### src/serial_cfg_pkg.sv
package serial_cfg_pkg;
  localparam int unsigned ADDR_W = 3;
  localparam int unsigned DATA_W = 8;
  localparam int unsigned DIV_W = 13;
  localparam int unsigned DIV_HI_W = 5;
  localparam int unsigned FIFO_DEPTH = 8;
  localparam int unsigned OVERSAMPLE = 16;
  localparam int unsigned IDLE_BITS_SHORT = 10;
  localparam int unsigned IDLE_BITS_LONG = 11;

  localparam logic [ADDR_W-1:0] BAUD_HIGH_OFS = 3'h0;
  localparam logic [ADDR_W-1:0] BAUD_LOW_OFS = 3'h1;
  localparam logic [ADDR_W-1:0] CTRL_ONE_OFS = 3'h2;
  localparam logic [ADDR_W-1:0] CTRL_TWO_OFS = 3'h3;
  localparam logic [ADDR_W-1:0] STATUS_ONE_OFS = 3'h4;
  localparam logic [ADDR_W-1:0] DATA_OFS = 3'h5;
  localparam logic [ADDR_W-1:0] STATUS_TWO_OFS = 3'h6;

  localparam int unsigned BREAK_IE_BIT = 7;
  localparam int unsigned EDGE_IE_BIT = 6;

  localparam logic [DIV_HI_W-1:0] BAUD_HIGH_RST = 5'h00;
  localparam logic [7:0] BAUD_LOW_RST = 8'h04;
  localparam logic [7:0] CTRL_ONE_RST = 8'h00;
  localparam logic [7:0] CTRL_TWO_RST = 8'h00;
  localparam logic [7:0] CTRL_TWO_MASK = 8'hce;

  typedef struct packed {
    logic loop_select;
    logic stop_in_wait;
    logic receiver_source;
    logic char_nine;
    logic wake_method;
    logic idle_type;
    logic parity_enable;
    logic parity_type;
  } ctrl_one_t;

  typedef struct packed {
    logic tx_direction;
    logic tx_bit8;
    logic [1:0] unused_hi;
    logic transmitter_enable;
    logic receiver_enable;
    logic rx_wakeup;
    logic unused_lo;
  } ctrl_two_t;

  typedef struct packed {
    logic bit8;
    logic [7:0] data;
  } char_word_t;

  typedef struct packed {
    logic tx_ready;
    logic tx_complete;
    logic rx_full;
    logic idle_seen;
    logic overrun;
    logic frame_err;
    logic parity_err;
    logic unused;
  } status_one_t;
endpackage

### src/char_fifo.sv
`timescale 1ns/10ps
module char_fifo #(
  parameter int unsigned WIDTH = 9,
  parameter int unsigned DEPTH = 8
) (
  input wire logic clk,
  input wire logic rst_b,
  input wire logic in_valid,
  output logic in_ready,
  input wire logic [WIDTH-1:0] in_data,
  output logic out_valid,
  input wire logic out_ready,
  output logic [WIDTH-1:0] out_data
);
  localparam int unsigned PW = $clog2(DEPTH);
  logic [WIDTH-1:0] mem [DEPTH];
  logic [PW:0] wr_q;
  logic [PW:0] rd_q;
  wire push = in_valid & in_ready;
  wire pop = out_valid & out_ready;

  // extra pointer bit tells full from empty
  assign out_valid = wr_q != rd_q;
  assign in_ready = (wr_q[PW-1:0] != rd_q[PW-1:0]) || (wr_q[PW] == rd_q[PW]);
  assign out_data = mem[rd_q[PW-1:0]];

  always_ff @(posedge clk) begin
    if (!rst_b) begin
      wr_q <= '0;
      rd_q <= '0;
    end else begin
      if (push) wr_q <= wr_q + 1'b1;
      if (pop) rd_q <= rd_q + 1'b1;
    end
  end

  always_ff @(posedge clk) begin
    if (push) mem[wr_q[PW-1:0]] <= in_data;
  end
endmodule // char_fifo

### src/serial_port_baud_and_framing_config.sv
`timescale 1ns/10ps
module serial_port_baud_and_framing_config
  import serial_cfg_pkg::*;
(
  input wire logic clk,
  input wire logic rst_b,
  input wire logic [ADDR_W-1:0] addr,
  input wire logic [DATA_W-1:0] wdata,
  input wire logic wr_en,
  input wire logic rd_en,
  output logic [DATA_W-1:0] rdata,
  input wire logic wait_mode,
  input wire logic rx_pin,
  input wire logic tx_pin_in,
  output logic tx_pin_out,
  output logic tx_pin_oe,
  output logic rx_pin_released,
  output logic irq_req,
  output logic baud_tick
);
  typedef enum logic [0:0] {TX_IDLE, TX_SHIFT} tx_state_t;
  typedef enum logic [1:0] {RX_IDLE, RX_START, RX_DATA, RX_STOP} rx_state_t;

  logic [DIV_HI_W-1:0] div_hi_buf_q;
  logic [DIV_HI_W-1:0] div_hi_q;
  logic [7:0] div_lo_q;
  logic break_ie_q;
  logic edge_ie_q;
  ctrl_one_t c1_q;
  ctrl_two_t c2_q;
  logic armed_q;
  logic [DIV_W-1:0] div_cnt_q;
  logic [DATA_W-1:0] rdata_q;

  wire wr_high = wr_en && addr == BAUD_HIGH_OFS;
  wire wr_low = wr_en && addr == BAUD_LOW_OFS;
  wire wr_c1 = wr_en && addr == CTRL_ONE_OFS;
  wire wr_c2 = wr_en && addr == CTRL_TWO_OFS;
  wire wr_st1 = wr_en && addr == STATUS_ONE_OFS;
  wire wr_data = wr_en && addr == DATA_OFS;
  wire wr_st2 = wr_en && addr == STATUS_TWO_OFS;
  wire rd_data = rd_en && addr == DATA_OFS;
  ctrl_two_t c2_wr;
  assign c2_wr = ctrl_two_t'(wdata & CTRL_TWO_MASK);

  // ---------------- baud generator ----------------
  wire [DIV_W-1:0] combined_divisor = {div_hi_q, div_lo_q};
  wire port_running = !(c1_q.stop_in_wait && wait_mode);
  wire baud_run = armed_q && combined_divisor != '0 && port_running;
  wire div_wrap = baud_run && div_cnt_q == combined_divisor - 1'b1;
  wire os_tick = div_wrap;
  wire [DIV_W-1:0] div_cnt_d = (!baud_run || div_wrap) ? '0 : div_cnt_q + 1'b1;

  always_ff @(posedge clk) begin
    if (!rst_b) begin
      div_hi_buf_q <= BAUD_HIGH_RST;
      div_hi_q <= BAUD_HIGH_RST;
      div_lo_q <= BAUD_LOW_RST;
      break_ie_q <= 1'b0;
      edge_ie_q <= 1'b0;
      c1_q <= ctrl_one_t'(CTRL_ONE_RST);
      armed_q <= 1'b0;
      div_cnt_q <= '0;
    end else begin
      if (wr_high) begin
        div_hi_buf_q <= wdata[DIV_HI_W-1:0];
        break_ie_q <= wdata[BREAK_IE_BIT];
        edge_ie_q <= wdata[EDGE_IE_BIT];
      end
      if (wr_low) begin
        div_lo_q <= wdata;
        div_hi_q <= div_hi_buf_q;
      end
      if (wr_c1) c1_q <= ctrl_one_t'(wdata);
      if (wr_c2 && (c2_wr.transmitter_enable || c2_wr.receiver_enable)) armed_q <= 1'b1;
      div_cnt_q <= div_cnt_d;
    end
  end

  // ---------------- pin synchronisers and routing ----------------
  logic rx_meta_q;
  logic rx_sync_q;
  logic txp_meta_q;
  logic txp_sync_q;
  logic tx_line_q;
  always_ff @(posedge clk) begin
    if (!rst_b) begin
      rx_meta_q <= 1'b1;
      rx_sync_q <= 1'b1;
      txp_meta_q <= 1'b1;
      txp_sync_q <= 1'b1;
    end else begin
      rx_meta_q <= rx_pin;
      rx_sync_q <= rx_meta_q;
      txp_meta_q <= tx_pin_in;
      txp_sync_q <= txp_meta_q;
    end
  end

  wire single_wire = c1_q.loop_select && c1_q.receiver_source;
  // receive pin is only looked at when loop select is clear
  wire loop_src = c1_q.receiver_source ? txp_sync_q : tx_line_q;
  wire rx_in = c1_q.loop_select ? loop_src : rx_sync_q;

  // ---------------- transmit path ----------------
  char_word_t fifo_out;
  logic fifo_in_ready;
  logic fifo_out_valid;
  tx_state_t tx_state_q;
  logic [10:0] tx_shift_q;
  logic [3:0] tx_left_q;
  logic [3:0] tx_phase_q;

  wire tx_par8 = ^fifo_out.data[6:0] ^ c1_q.parity_type;
  wire tx_par9 = ^fifo_out.data ^ c1_q.parity_type;
  wire [7:0] tx_d8 = c1_q.parity_enable && !c1_q.char_nine ?
                     {tx_par8, fifo_out.data[6:0]} : fifo_out.data;
  wire tx_b9 = c1_q.parity_enable ? tx_par9 : fifo_out.bit8;
  wire [10:0] tx_frame = c1_q.char_nine ? {1'b1, tx_b9, tx_d8, 1'b0} :
                         {2'b11, tx_d8, 1'b0};
  wire tx_load = tx_state_q == TX_IDLE && fifo_out_valid && c2_q.transmitter_enable
                 && os_tick;
  wire tx_bit_end = tx_state_q == TX_SHIFT && os_tick && tx_phase_q == 4'hf;

  char_fifo #(.WIDTH(9), .DEPTH(FIFO_DEPTH)) u_tx_fifo (
    .clk(clk),
    .rst_b(rst_b),
    .in_valid(wr_data),
    .in_ready(fifo_in_ready),
    .in_data({c2_q.tx_bit8, wdata}),
    .out_valid(fifo_out_valid),
    .out_ready(tx_load),
    .out_data(fifo_out)
  );

  always_ff @(posedge clk) begin
    if (!rst_b) begin
      tx_state_q <= TX_IDLE;
      tx_shift_q <= '1;
      tx_left_q <= '0;
      tx_phase_q <= '0;
      tx_line_q <= 1'b1;
    end else begin
      unique case (tx_state_q)
        TX_IDLE: begin
          tx_line_q <= 1'b1;
          if (tx_load) begin
            tx_shift_q <= tx_frame;
            tx_left_q <= c1_q.char_nine ? 4'ha : 4'h9;
            tx_phase_q <= '0;
            tx_line_q <= 1'b0;
            tx_state_q <= TX_SHIFT;
          end
        end
        TX_SHIFT: begin
          if (os_tick) tx_phase_q <= tx_phase_q + 1'b1;
          if (tx_bit_end) begin
            tx_shift_q <= {1'b1, tx_shift_q[10:1]};
            tx_line_q <= tx_shift_q[1];
            tx_left_q <= tx_left_q - 1'b1;
            if (tx_left_q == 4'h0) begin
              tx_line_q <= 1'b1;
              tx_state_q <= TX_IDLE;
            end
          end
        end
      endcase
    end
  end

  // ---------------- receive path ----------------
  rx_state_t rx_state_q;
  logic [3:0] rx_phase_q;
  logic [3:0] rx_cnt_q;
  logic [8:0] rx_shift_q;
  logic rx_prev_q;
  logic [7:0] idle_cnt_q;
  char_word_t rx_data_q;
  logic rdrf_q;
  logic idle_q;
  logic overrun_q;
  logic frame_err_q;
  logic parity_err_q;
  logic break_q;
  logic edge_q;

  wire rx_on = c2_q.receiver_enable && os_tick;
  wire [3:0] rx_last = c1_q.char_nine ? 4'h8 : 4'h7;
  wire rx_done = rx_on && rx_state_q == RX_STOP && rx_phase_q == 4'hf;
  char_word_t rx_word;
  assign rx_word = c1_q.char_nine ? rx_shift_q : {1'b0, rx_shift_q[8:1]};
  wire rx_top = c1_q.char_nine ? rx_word.bit8 : rx_word.data[7];
  wire rx_par_bad = (^rx_word) != c1_q.parity_type;
  wire rx_break = rx_word == '0 && !rx_in;
  wire addr_mark = c1_q.wake_method && rx_top;
  wire rx_accept = (!c2_q.rx_wakeup || addr_mark) && !rx_break;
  wire [7:0] idle_need = 8'(OVERSAMPLE * (c1_q.char_nine ? IDLE_BITS_LONG : IDLE_BITS_SHORT));
  // after-stop counting holds off while a frame is in flight
  wire idle_count_ok = !c1_q.idle_type || rx_state_q == RX_IDLE;
  wire idle_hit = rx_on && rx_in && idle_count_ok && idle_cnt_q == idle_need - 8'h1;
  wire edge_hit = c2_q.receiver_enable && port_running && rx_prev_q && !rx_in;
  wire idle_wake = idle_hit && !c1_q.wake_method;

  always_ff @(posedge clk) begin
    if (!rst_b) begin
      rx_state_q <= RX_IDLE;
      rx_phase_q <= '0;
      rx_cnt_q <= '0;
      rx_shift_q <= '0;
    end else if (rx_on) begin
      rx_phase_q <= rx_phase_q + 1'b1;
      unique case (rx_state_q)
        RX_IDLE: begin
          rx_phase_q <= '0;
          if (!rx_in) rx_state_q <= RX_START;
        end
        RX_START: begin
          // realign to the middle of the start bit
          if (rx_phase_q == 4'h7) begin
            rx_phase_q <= '0;
            rx_cnt_q <= '0;
            rx_state_q <= rx_in ? RX_IDLE : RX_DATA;
          end
        end
        RX_DATA: begin
          if (rx_phase_q == 4'hf) begin
            rx_shift_q <= {rx_in, rx_shift_q[8:1]};
            rx_cnt_q <= rx_cnt_q + 1'b1;
            if (rx_cnt_q == rx_last) rx_state_q <= RX_STOP;
          end
        end
        RX_STOP: begin
          if (rx_phase_q == 4'hf) rx_state_q <= RX_IDLE;
        end
      endcase
    end
  end

  always_ff @(posedge clk) begin
    if (!rst_b) begin
      rx_prev_q <= 1'b1;
      idle_cnt_q <= '0;
      rx_data_q <= '0;
    end else begin
      if (port_running) rx_prev_q <= rx_in;
      if (rx_on) begin
        if (!rx_in || !idle_count_ok) idle_cnt_q <= '0;
        else if (idle_cnt_q != idle_need) idle_cnt_q <= idle_cnt_q + 1'b1;
      end
      if (rx_done && rx_accept && !rdrf_q) rx_data_q <= rx_word;
    end
  end

  // hardware set wins over a same-cycle software clear
  always_ff @(posedge clk) begin
    if (!rst_b) begin
      rdrf_q <= 1'b0;
      idle_q <= 1'b0;
      overrun_q <= 1'b0;
      frame_err_q <= 1'b0;
      parity_err_q <= 1'b0;
      break_q <= 1'b0;
      edge_q <= 1'b0;
    end else begin
      if (rd_data) rdrf_q <= 1'b0;
      if (rx_done && rx_accept && !rdrf_q) rdrf_q <= 1'b1;
      if (wr_st1 && wdata[4]) idle_q <= 1'b0;
      if (idle_hit && !c2_q.rx_wakeup) idle_q <= 1'b1;
      if (wr_st1 && wdata[3]) overrun_q <= 1'b0;
      if (rx_done && rx_accept && rdrf_q) overrun_q <= 1'b1;
      if (wr_st1 && wdata[2]) frame_err_q <= 1'b0;
      if (rx_done && rx_accept && !rx_in) frame_err_q <= 1'b1;
      if (wr_st1 && wdata[1]) parity_err_q <= 1'b0;
      if (rx_done && rx_accept && c1_q.parity_enable && rx_par_bad) parity_err_q <= 1'b1;
      if (wr_st2 && wdata[7]) break_q <= 1'b0;
      if (rx_done && rx_break) break_q <= 1'b1;
      if (wr_st2 && wdata[6]) edge_q <= 1'b0;
      if (edge_hit) edge_q <= 1'b1;
    end
  end

  // control two: software writes, wakeup bit also cleared by the receiver
  always_ff @(posedge clk) begin
    if (!rst_b) begin
      c2_q <= ctrl_two_t'(CTRL_TWO_RST);
    end else begin
      if (wr_c2) c2_q <= c2_wr;
      if ((rx_done && addr_mark) || idle_wake) c2_q.rx_wakeup <= 1'b0;
    end
  end

  // ---------------- register read ----------------
  status_one_t st1;
  assign st1 = '{tx_ready: fifo_in_ready,
                 tx_complete: tx_state_q == TX_IDLE && !fifo_out_valid,
                 rx_full: rdrf_q, idle_seen: idle_q, overrun: overrun_q,
                 frame_err: frame_err_q, parity_err: parity_err_q, unused: 1'b0};
  logic [DATA_W-1:0] rd_mux;
  always_comb begin
    rd_mux = '0;
    unique case (addr)
      BAUD_HIGH_OFS: rd_mux = {break_ie_q, edge_ie_q, 1'b0, div_hi_buf_q};
      BAUD_LOW_OFS: rd_mux = div_lo_q;
      CTRL_ONE_OFS: rd_mux = c1_q;
      CTRL_TWO_OFS: rd_mux = c2_q;
      STATUS_ONE_OFS: rd_mux = st1;
      DATA_OFS: rd_mux = rx_data_q.data;
      STATUS_TWO_OFS: rd_mux = {break_q, edge_q, 5'h00, rx_data_q.bit8};
      default: rd_mux = '0;
    endcase
  end

  // ---------------- registered outputs ----------------
  logic tx_oe_q;
  logic rx_rel_q;
  logic irq_q;
  logic tick_q;
  wire tx_busy = tx_state_q == TX_SHIFT;
  // single wire: drive needs the direction bit set and the transmitter enabled or busy
  wire tx_oe_d = (c2_q.transmitter_enable || tx_busy) &&
                 (!single_wire || c2_q.tx_direction);
  always_ff @(posedge clk) begin
    if (!rst_b) begin
      rdata_q <= '0;
      tx_oe_q <= 1'b0;
      rx_rel_q <= 1'b1;
      irq_q <= 1'b0;
      tick_q <= 1'b0;
    end else begin
      rdata_q <= rd_en ? rd_mux : '0;
      tx_oe_q <= tx_oe_d;
      rx_rel_q <= c1_q.loop_select || !c2_q.receiver_enable;
      irq_q <= (break_q && break_ie_q) || (edge_q && edge_ie_q);
      tick_q <= os_tick;
    end
  end

  assign rdata = rdata_q;
  assign tx_pin_out = tx_line_q;
  assign tx_pin_oe = tx_oe_q;
  assign rx_pin_released = rx_rel_q;
  assign irq_req = irq_q;
  assign baud_tick = tick_q;
endmodule // serial_port_baud_and_framing_config

### config.mk
export PLATFORM = sky130hd
export DESIGN_NAME = serial_port_baud_and_framing_config
export DESIGN_NICKNAME = d
export VERILOG_FILES = /design/src/serial_cfg_pkg.sv /design/src/char_fifo.sv /design/src/serial_port_baud_and_framing_config.sv
export SDC_FILE = /design/constraint.sdc
export NUM_CORES = 1
export LEC_CHECK = 0
export ABC_AREA = 1
export BUFFER_PORTS_ARGS = -buffer_cell sky130_fd_sc_hd__buf_2
export CORE_MARGIN = 4
export CORE_UTILIZATION = 60
export DETAILED_ROUTE_END_ITERATION = 8
export PLACE_DENSITY = 0.83
export SYNTH_ARGS = -nofsm -noshare
export SYNTH_HDL_FRONTEND = slang
export SYNTH_SLANG_ARGS = --single-unit
### constraint.sdc
create_clock -name clk -period 2.67 [get_ports clk]
set_input_delay 0 -clock clk [delete_from_list [all_inputs] [get_ports clk]]
set_output_delay 0 -clock clk [all_outputs]
set_load 0.01 [all_outputs]
==> results of run 1 <==
## kinds of logic after synthesis
kind of cell,count (synthesis)
and+or+nand+nor,589
DFF,209
buffers and inverters,174
adders and majority gates,16
xor gates and xnor gates,27
AOI/OAI and AO/OA,255
## critical path: cells and delay by family, from the launching register on
family	cells	cell delay [ns]
AND/OR/NAND/NOR	14	1.55
flip-flops	1	0.35
buffers and inverters	4	0.30
adder cells (fa/ha/maj)	1	0.26
## final timing paths
check	depth (start not counted)	to	start
worst max-delay path	19	rx_data_q[1]	div_lo_q[1]
worst min-delay path	6	break_q	addr[2]
worst max register to register	19	rx_data_q[1]	div_lo_q[1]
worst min register to register	2	rx_shift_q[0]	rx_shift_q[0]
## sequential cells by signal (all words and copies together), names as in the netlist, 4 cells and up, named ones only
name,flops
idle_cnt_q,8
div_hi_buf_q,5
u_tx_fifo.wr_q,4
rx_shift_q,9
div_cnt_q,13
tx_phase_q,4
rx_data_q,9
rdata,8
tx_left_q,4
div_hi_q,5
u_tx_fifo.rd_q,4
rx_phase_q,4
div_lo_q,8
c1_q,8
tx_shift_q,9
rx_cnt_q,4
c2_q,5
u_tx_fifo.mem,72
## cell type report
class,instances,area (µm²)
multi-input cells,888,4540
well taps,220,275
clock inverters,12,199
repair buffers,70,538
fillers,1276,4900
clock buffers,29,608
flip-flops and latches,209,4910
inverters,134,503
## cells in the final DEF, fill, tap and decap left out, drive strengths merged, types with 6 or more instances in the layout
| cell type | instances |
|---|---|
| a21oi | 91 |
| a221oi | 6 |
| buf | 55 |
| clkbuf | 29 |
| clkinv | 9 |
| dfxtp | 137 |
| dlygate4sd3 | 15 |
| edfxtp | 72 |
| ha | 16 |
| inv | 131 |
| nand2 | 250 |
| nand3 | 79 |
| nand4 | 24 |
| nor2 | 198 |
| nor3 | 17 |
| nor3b | 9 |
| o211ai | 9 |
| o21ai | 123 |
| o22ai | 8 |
| or2 | 7 |
| xnor2 | 10 |
| xor2 | 17 |
## report_power, final
part           total (mW)  internal (mW)  switching [mW]
registers            3.34           3.31          0.0265
clock network        3.40           2.11            1.29
logic               0.365          0.116           0.248
## repair_timing
| action | CTS | global route |
|---|---|---|
| gates resized for setup | 0 | 24 |
| hold endpoints to repair | 115 | 0 |
| endpoints found under the setup margin | 9 | 68 |
| gates cloned | 0 | 1 |
| setup buffers | 2 | 4 |
| hold buffers | 15 | 0 |
| pin swaps | 1 | 8 |
## per-stage QoR
stage               setup slack [ns]   util  cell area, µm²  total power, mW  cells
floorplan                      0.394      -           10000             3.62   1270
global placement              0.0904  0.635           10500             3.73   1499
detailed placement            0.0103  0.635           10500             3.74   1499
CTS                           0.0122  0.695           11400             7.10   1557
global route                  0.0111  0.703           11600             7.30   1562
finish                         0.157  0.703           11600             7.10   1562
## per-layer routing
layer  routed length [µm]  up-vias
met4                 1080        0
li1                     -     4356
met5                    0        -
met1                10700     4236
met2                12900      364
met3                 1750       87
==> impl_results.md, run 1 <==
- Reg2Reg Setup Slack: 0.16 ns
- Antenna Nets Post-Route: 0
- Vias: 9043
- DRC: 0
- GRT Total Usage: 0.282
- Multiplexer area fraction after synthesis: 0
- Most frequent CP cell: nand2_1
- FP Rows: 47
- Pleak: 4.54 nW
- Vias in the first global route: 8473
- Ys Warns: 0
- Tmin final: 2.51 ns
- Maxcap violations: 0
- Sequential area share after synthesis: 0.489
- Die Footprint: 0.0189 mm²
- Worst setup SP type: flop
- DR iter-0 viols: 853
- Initial antenna violation count: 0
- Hold crit path type: primary input to flop
- Power density cells: 614 mW/mm²
- Dpl hpwl: 17900 µm
- Final net count: 1360
- Compound-Gate Fraction of Synth Area: 0.137
- Most numerous cell in the Yosys netlist: nand2_1
- Setup Skew: 0.00874 ns
- Met1 Usage GRT: 0.346
- GRT busiest layer: met2
- CP required: 3.11 ns
- M2 GR Usage: 0.492
- Slowest cell on crit path: dfxtp_2
- Slew HR: 0.254
- Reg clk slew, reported paths: 0.06 ns
- Setup total negative slack: 0 ns
- Inserted Diodes: 0
- CTS tree: done
- Mean area per synthesized cell: 7.90 µm²
- Largest net degree at the start of global routing: 60
- Async SR Flop Fraction: 0
- Fmax: 398 MHz
- Kind of critical path: flop to flop
- Worst skew pair latency: 0.51 ns
- EDFF count, synth: 72
- Clock Tree Buf Depth: 3
- Most used flip-flop cell after synthesis: dfxtp_1
- Avg WL per Cell: 16.9 µm
- Tightest Pin Transition: 1.12 ns
- H-Tree Depth: 1
- Distinct cells, synth: 45
- CTS sink cnt: 209
- Critical Path AT: 2.95 ns
- Status: completed
- Global placer's final weighted congestion: 0.911
- Tcrit/Tclk final: 0.941
- Synth area leader: dfxtp_1
- CTS root buf: clkbuf_16
- Synthesis-to-layout area growth: 15.3%
- Top post-synthesis cells by area: dfxtp_1, edfxtp_1, nand2_1, nor2_1, o21ai_0
- Synthesized instance count: 1270
- RSZ-0062 raised after global routing: false
- Final setup viols: 0
- IO Pins: 31
- FF+latch count, synth: 209
- Initial Util: 0.609
- Post-synth top area share: 0.273
- Crit. End Element: flop
- Drt total wl: 26500 µm
- Peak per-stage delay on the critical path: 0.35 ns
- Initial DRT Pass Iterations: 7
- Worst hold slack: 0.0426 ns
- Met3 Use GR: 0.0500
- Die width: 137 µm
- Total grt overflow: 0
- Total CTS buffers: 23
- Share of layout cells above drive strength 1: 0.115
- Worst VDD drop: 0.000633 V
- Largest family of logic cells by synthesized area: simple AND/OR/NAND/NOR gates
- Post-Synth XOR/XNOR Area: 0.0236
- Core area: 0.0165 mm²
- Wire length of the first global-routing pass: 42100 µm
- Hold Fails Final Rpt: 0
- Via/cell ratio: 5.79
- Critical Path Fanout Max: 7
- Post-Synth Adder-Cell Area: 0.0200
- Die Y: 137 µm
- I/O Buffers: 30
- Synthesized area: 0.0100 mm²
- Net Count, Synth: 1304
- Synth Area in Simple Gates: 0.263
- Critical path cell sequence: inv_2, ha_4, inv_1, nand2_1, nand2_1, nor2_2, nand2_1, inv_1, nand2_1, nor2_1, nand2_1, nor2_2, nand4_4, nor2_4, buf_12, nand4_4, nor2_4, nor2_1, nor2_1
- Max Slew Vio Count: 0
- Top cells by count, synth: nand2_1, nor2_1, dfxtp_1
Note: power is estimated with default switching activity, not from simulation.
==> run 2: changes to the inputs <==
- CORE_UTILIZATION: 60 -> 42
- MAX_ROUTING_LAYER: unset -> met4
- PLACE_DENSITY: 0.83 -> 0.64
==> run 2 against run 1 <==
Combinational power about the same; non-clock buffer count increased by 9; clock power decreased by 12%; setup slack better by 0.044 ns; largest power group is now sequential cells; highest routed layer unchanged.
==> impl_results.md, run 2 (synthesized netlist as in run 1, its figures left out) <==
- Status: completed
- Share of layout cells above drive strength 1: 0.115
- H-Tree Depth: 1
- Met1 Usage GRT: 0.248
- GRT Total Usage: 0.201
- Core area: 0.0235 mm²
- Kind of critical path: flop to flop
- Most common cell after layout, fill and taps aside: nand2_1
- Most frequent cells in the layout: nand2_1, nor2_1, dfxtp_1, inv_1, o21ai_0
- Fillcell total: 2291
- Initial DRT Pass Iterations: 5
- CP required: 3.08 ns
- Initial antenna violation count: 0
- Synthesis-to-layout area growth: 16.1%
- Maxcap violations: 0
- IO Pins: 31
- M2 GR Usage: 0.354
- Internal: 5.17 mW
- GRT busiest layer: met2
- Largest register FFs: 72
- DR iter-0 viols: 634
- CTS sink cnt: 209
- Vias: 8681
- Total CTS buffers: 23
- Power density cells: 574 mW/mm²
- Via/cell ratio: 5.20
- Placed Area: 0.0106 mm²
- Final net count: 1370
- Critical Path Fanout Max: 16
- Largest net degree at the start of global routing: 77
- Inserted Diodes: 0
- Worst VDD drop: 0.000387 V
- Tcrit/Tclk final: 0.925
- Combinational cell fraction of total power: 0.055
- Fin area: 0.0116 mm²
- Dpl hpwl: 19000 µm
- DRC: 0
- Reg power frac: 0.499
- Slew HR: 0.245
- Hold Fails Final Rpt: 0
- RSZ-0062 raised after global routing: false
- Pleak: 4.53 nW
- Avg WL per Cell: 15.8 µm
- Antenna Nets Post-Route: 0
- Total grt overflow: 0
- Worst setup SP type: flop
- Setup Skew: 0.00856 ns
- Clock Tree Buf Depth: 3
- Worst skew pair latency: 0.51 ns
- Fmax: 405 MHz
- Switch Pwr: 1.52 mW
- Max Slew Vio Count: 0
- I/O Buffers: 30
- CTS tree: done
- Die width: 163 µm
- Hold crit path type: primary input to flop
- Die Y: 163 µm
- Initial Util: 0.427
- CTS root buf: clkbuf_16
- Reg clk slew, reported paths: 0.06 ns
- Sw Ratio: 0.227
- Final setup viols: 0
- Setup total negative slack: 0 ns
- Tightest Pin Transition: 1.13 ns
- Global placer's final weighted congestion: 0.921
- Die Footprint: 0.0264 mm²
- Clock share of power: 0.446
- FP Rows: 56
- Vias in the first global route: 8054
- Wire length of the first global-routing pass: 41800 µm
- Drt total wl: 26400 µm
- Tmin final: 2.47 ns
- Critical Path AT: 2.87 ns
- Met3 Use GR: 0.0251
- Crit. End Element: flop
-- run 2: changes by cell type in the layout (fill, tap and decap cells not counted), moves of 3 or more --
| cell | change |
|---|---|
| buf_4 | +9 |
| bufinv_16 | -4 |
| nand2_2 | -3 |
| clkinv_1 | +3 |
-- run 2: metal layers --
layer / share of wire / wire length (µm)
met4: 0.021 / 559
met3: 0.049 / 1300
met2: 0.50 / 13300
met5: 0 / 0
met1: 0.43 / 11200
-- run 2: final timing paths --
path / to / cells past startpoint / from / slack, ns
worst min register to register: rx_sync_q / 1 / rx_meta_q / 0.42
worst min-delay path: rdata[6] / 5 / addr[2] / 0.04
worst max register to register: tx_shift_q[9] / 18 / flop / 0.20
worst max-delay path: tx_shift_q[9] / 18 / flop / 0.20
-- run 2: worst max-delay path, cell delays in order, from the launching register on --
cell and delay (ns):
dfxtp_1 0.52, inv_1 0.10, buf_4 0.20, o21ai_0 0.19, nand2_1 0.06, o21ai_0 0.44, inv_1 0.10, nand2_1 0.11
nand2_1 0.06, nand2_1 0.06, nand2_1 0.08, inv_1 0.06, nand2_1 0.06, nand2_1 0.07, nand2_1 0.05, nand3_1 0.07
nand2_1 0.05, nand2_1 0.05, nand2_1 0.04
-- run 2: final cells by class --
cell class,count,area (µm²),area share
sequential,209,4910,0.421
timing repair buffer,79,597,0.0512
clock buffer,30,622,0.0534
inverter,134,503,0.0432
multi-input combinational,889,4530,0.389
clock inverter,11,87.6,0.00752
tap,319,399,0.0343
-- run 2: power groups by stage --
stage / registers (mW) / logic (mW) / clock network (mW)
2_1_floorplan: 3.40 / 0.222 / 0
3_3_place_gp: 3.41 / 0.337 / 0
3_5_place_dp: 3.41 / 0.340 / 0
4_1_cts: 3.34 / 0.358 / 3.07
5_1_grt: 3.34 / 0.410 / 3.18
6_report: 3.34 / 0.366 / 2.98
-- run 2: timing repair --
| item | 4_1_cts | 5_1_grt |
|---|---|---|
| gates cloned | 0 | 2 |
| endpoints found under the setup margin | 9 | 53 |
| hold buffers | 15 | 0 |
| pin swaps | 0 | 10 |
| hold endpoints to repair | 114 | 0 |
| resized for setup | 1 | 20 |
| buffers inserted | 0 | 6 |
-- run 2: per-stage QoR --
stage,std cells,hold WS (ns),setup slack (ns),util,power (mW)
after global routing,1671,0.0463,0.000460,0.496,6.93
after floorplan,1270,0.0989,0.394,-,3.62
final,1671,0.0402,0.200,0.496,6.69
after detailed placement,1607,0.206,-0.0286,0.453,3.75
after CTS,1663,0.0278,0.0324,0.490,6.77
after global placement,1607,0.205,0.0872,0.453,3.75
==> run 3: changes to the inputs <==
- PLACE_DENSITY: 0.64 -> unset
==> run 3 against run 2 <==
Die area stayed put; via count is 0.70% lower; cell count is 0.18% higher; routed wire length is 2.0% higher; largest cell class unchanged; global-route usage is 0.48 points higher; critical endpoint is now rx_data_q[2]; maximum frequency is 1.1% higher; setup slack better by 0.027 ns.
==> impl_results.md, run 3 (synthesized netlist as in run 1, its figures left out) <==
- Tcrit/Tclk final: 0.915
- GRT busiest layer: met2
- FP Rows: 56
- Via/cell ratio: 5.15
- Pleak: 4.59 nW
- Worst setup SP type: flop
- Clock Tree Buf Depth: 3
- DR iter-0 viols: 762
- Final net count: 1371
- Initial DRT Pass Iterations: 6
- Most common cell after layout, fill and taps aside: nand2_1
- Inserted Diodes: 0
- Hold Fails Final Rpt: 0
- Power density cells: 612 mW/mm²
- Critical Path Fanout Max: 8
- Setup Skew: 0.0150 ns
- Worst VDD drop: 0.000610 V
- Global placer's final weighted congestion: 0.942
- Critical Path AT: 2.90 ns
- Tmin final: 2.44 ns
- Dpl hpwl: 19200 µm
- CTS sink cnt: 209
- Reg clk slew, reported paths: 0.06 ns
- Share of layout cells above drive strength 1: 0.117
- Setup total negative slack: 0 ns
- Met3 Use GR: 0.0329
- Crit. End Element: flop
- Die width: 163 µm
- Total CTS buffers: 24
- Worst skew pair latency: 0.52 ns
- Slew HR: 0.246
- GRT Total Usage: 0.206
- Final core utilization: 0.499
- DRC: 0
- RSZ-0062 raised after global routing: false
- Kind of critical path: flop to flop
- Maxcap violations: 0
- Largest net degree at the start of global routing: 63
- Core area: 0.0235 mm²
- Die Y: 163 µm
- Total grt overflow: 0
- Vias: 8620
- Wire length of the first global-routing pass: 42500 µm
- Die Footprint: 0.0264 mm²
- Initial antenna violation count: 0
- Hold crit path type: primary input to flop
- I/O Buffers: 30
- Max Slew Vio Count: 0
- CP required: 3.12 ns
- Reg2Reg Setup Slack: 0.23 ns
- Avg WL per Cell: 16.1 µm
- Fmax: 409 MHz
- Antenna Nets Post-Route: 0
- Met1 Usage GRT: 0.269
- CTS root buf: clkbuf_16
- CTS tree: done
- M2 GR Usage: 0.343
- Largest register FFs: 72
- Tightest Pin Transition: 1.13 ns
- Most frequent cells in the layout: nand2_1, nor2_1, dfxtp_1, inv_1, o21ai_0
- Synthesis-to-layout area growth: 16.8%
- Vias in the first global route: 7916
- IO Pins: 31
- H-Tree Depth: 1
- Initial Util: 0.427
- Drt total wl: 26900 µm
- Status: completed
- Final setup viols: 0
==> run 3: area by class of cell <==
cell class,count,area (µm²)
Clock inverter,11,173
Inverter,134,503
Clock buffer,33,674
Tap cell,319,399
Multi-Input combinational cell,888,4490
Timing Repair Buffer,80,576
Fill cell,2263,11800
Sequential cell,209,4910
==> run 3: per-stage QoR <==
stage          area (µm²)  worst slack [ns]  hold slack, ns  instances  power (mW)
3_3_place_gp        10600             0.173           0.189       1611        3.75
2_1_floorplan       10000             0.394          0.0989       1270        3.62
4_1_cts             11600            0.0887          0.0213       1670        7.24
6_report            11700             0.227          0.0418       1674        7.17
3_5_place_dp        10600            0.0894           0.192       1611        3.75
5_1_grt             11700           0.00314          0.0782       1674        7.42
==> run 3: timing repair <==
item	4_1_cts	5_1_grt
endpoints found under the setup margin	0	48
hold endpoints to repair	112	0
gates resized for setup	0	11
hold buffers	15	0
buffers inserted	0	3
==> run 3: layer usage <==
metal  wire length (µm)  share of wire
met5                  0              0
met3               1480          0.055
met2              12700           0.47
met1              12100           0.45
met4                582          0.022
==> run 3: worst max-delay path, stage by stage (launching register included) <==
cell and delay, ns:
dfxtp_1 0.35, inv_2 0.06, ha_4 0.25, inv_1 0.04, nand2_1 0.05, nand2_1 0.06
nor2_2 0.09, nand2_1 0.08, inv_1 0.05, nand2_1 0.07, nor2_1 0.10, nand2_1 0.08
nor2_2 0.13, nand4_4 0.13, nor2_4 0.27, nand4_4 0.19, nor2_4 0.23, nor2_1 0.06
nor2_1 0.09
==> run 3: power breakdown <==
| part | switching, mW | total, mW | internal (mW) |
|---|---|---|---|
| combinational | 0.248 | 0.364 | 0.116 |
| clock | 1.30 | 3.46 | 2.16 |
| sequential | 0.0254 | 3.34 | 3.31 |
| total | 1.58 | 7.17 | 5.59 |
==> run 3: path summary, 6_finish.rpt <==
kind / from / endpoint / cells after the start
hold reg to reg: txp_meta_q / txp_sync_q / 1
hold / removal: addr[2] / u_tx_fifo.wr_q[1] / 5
setup reg to reg: div_lo_q[0] / rx_data_q[2] / 18
setup / recovery: div_lo_q[0] / rx_data_q[2] / 18
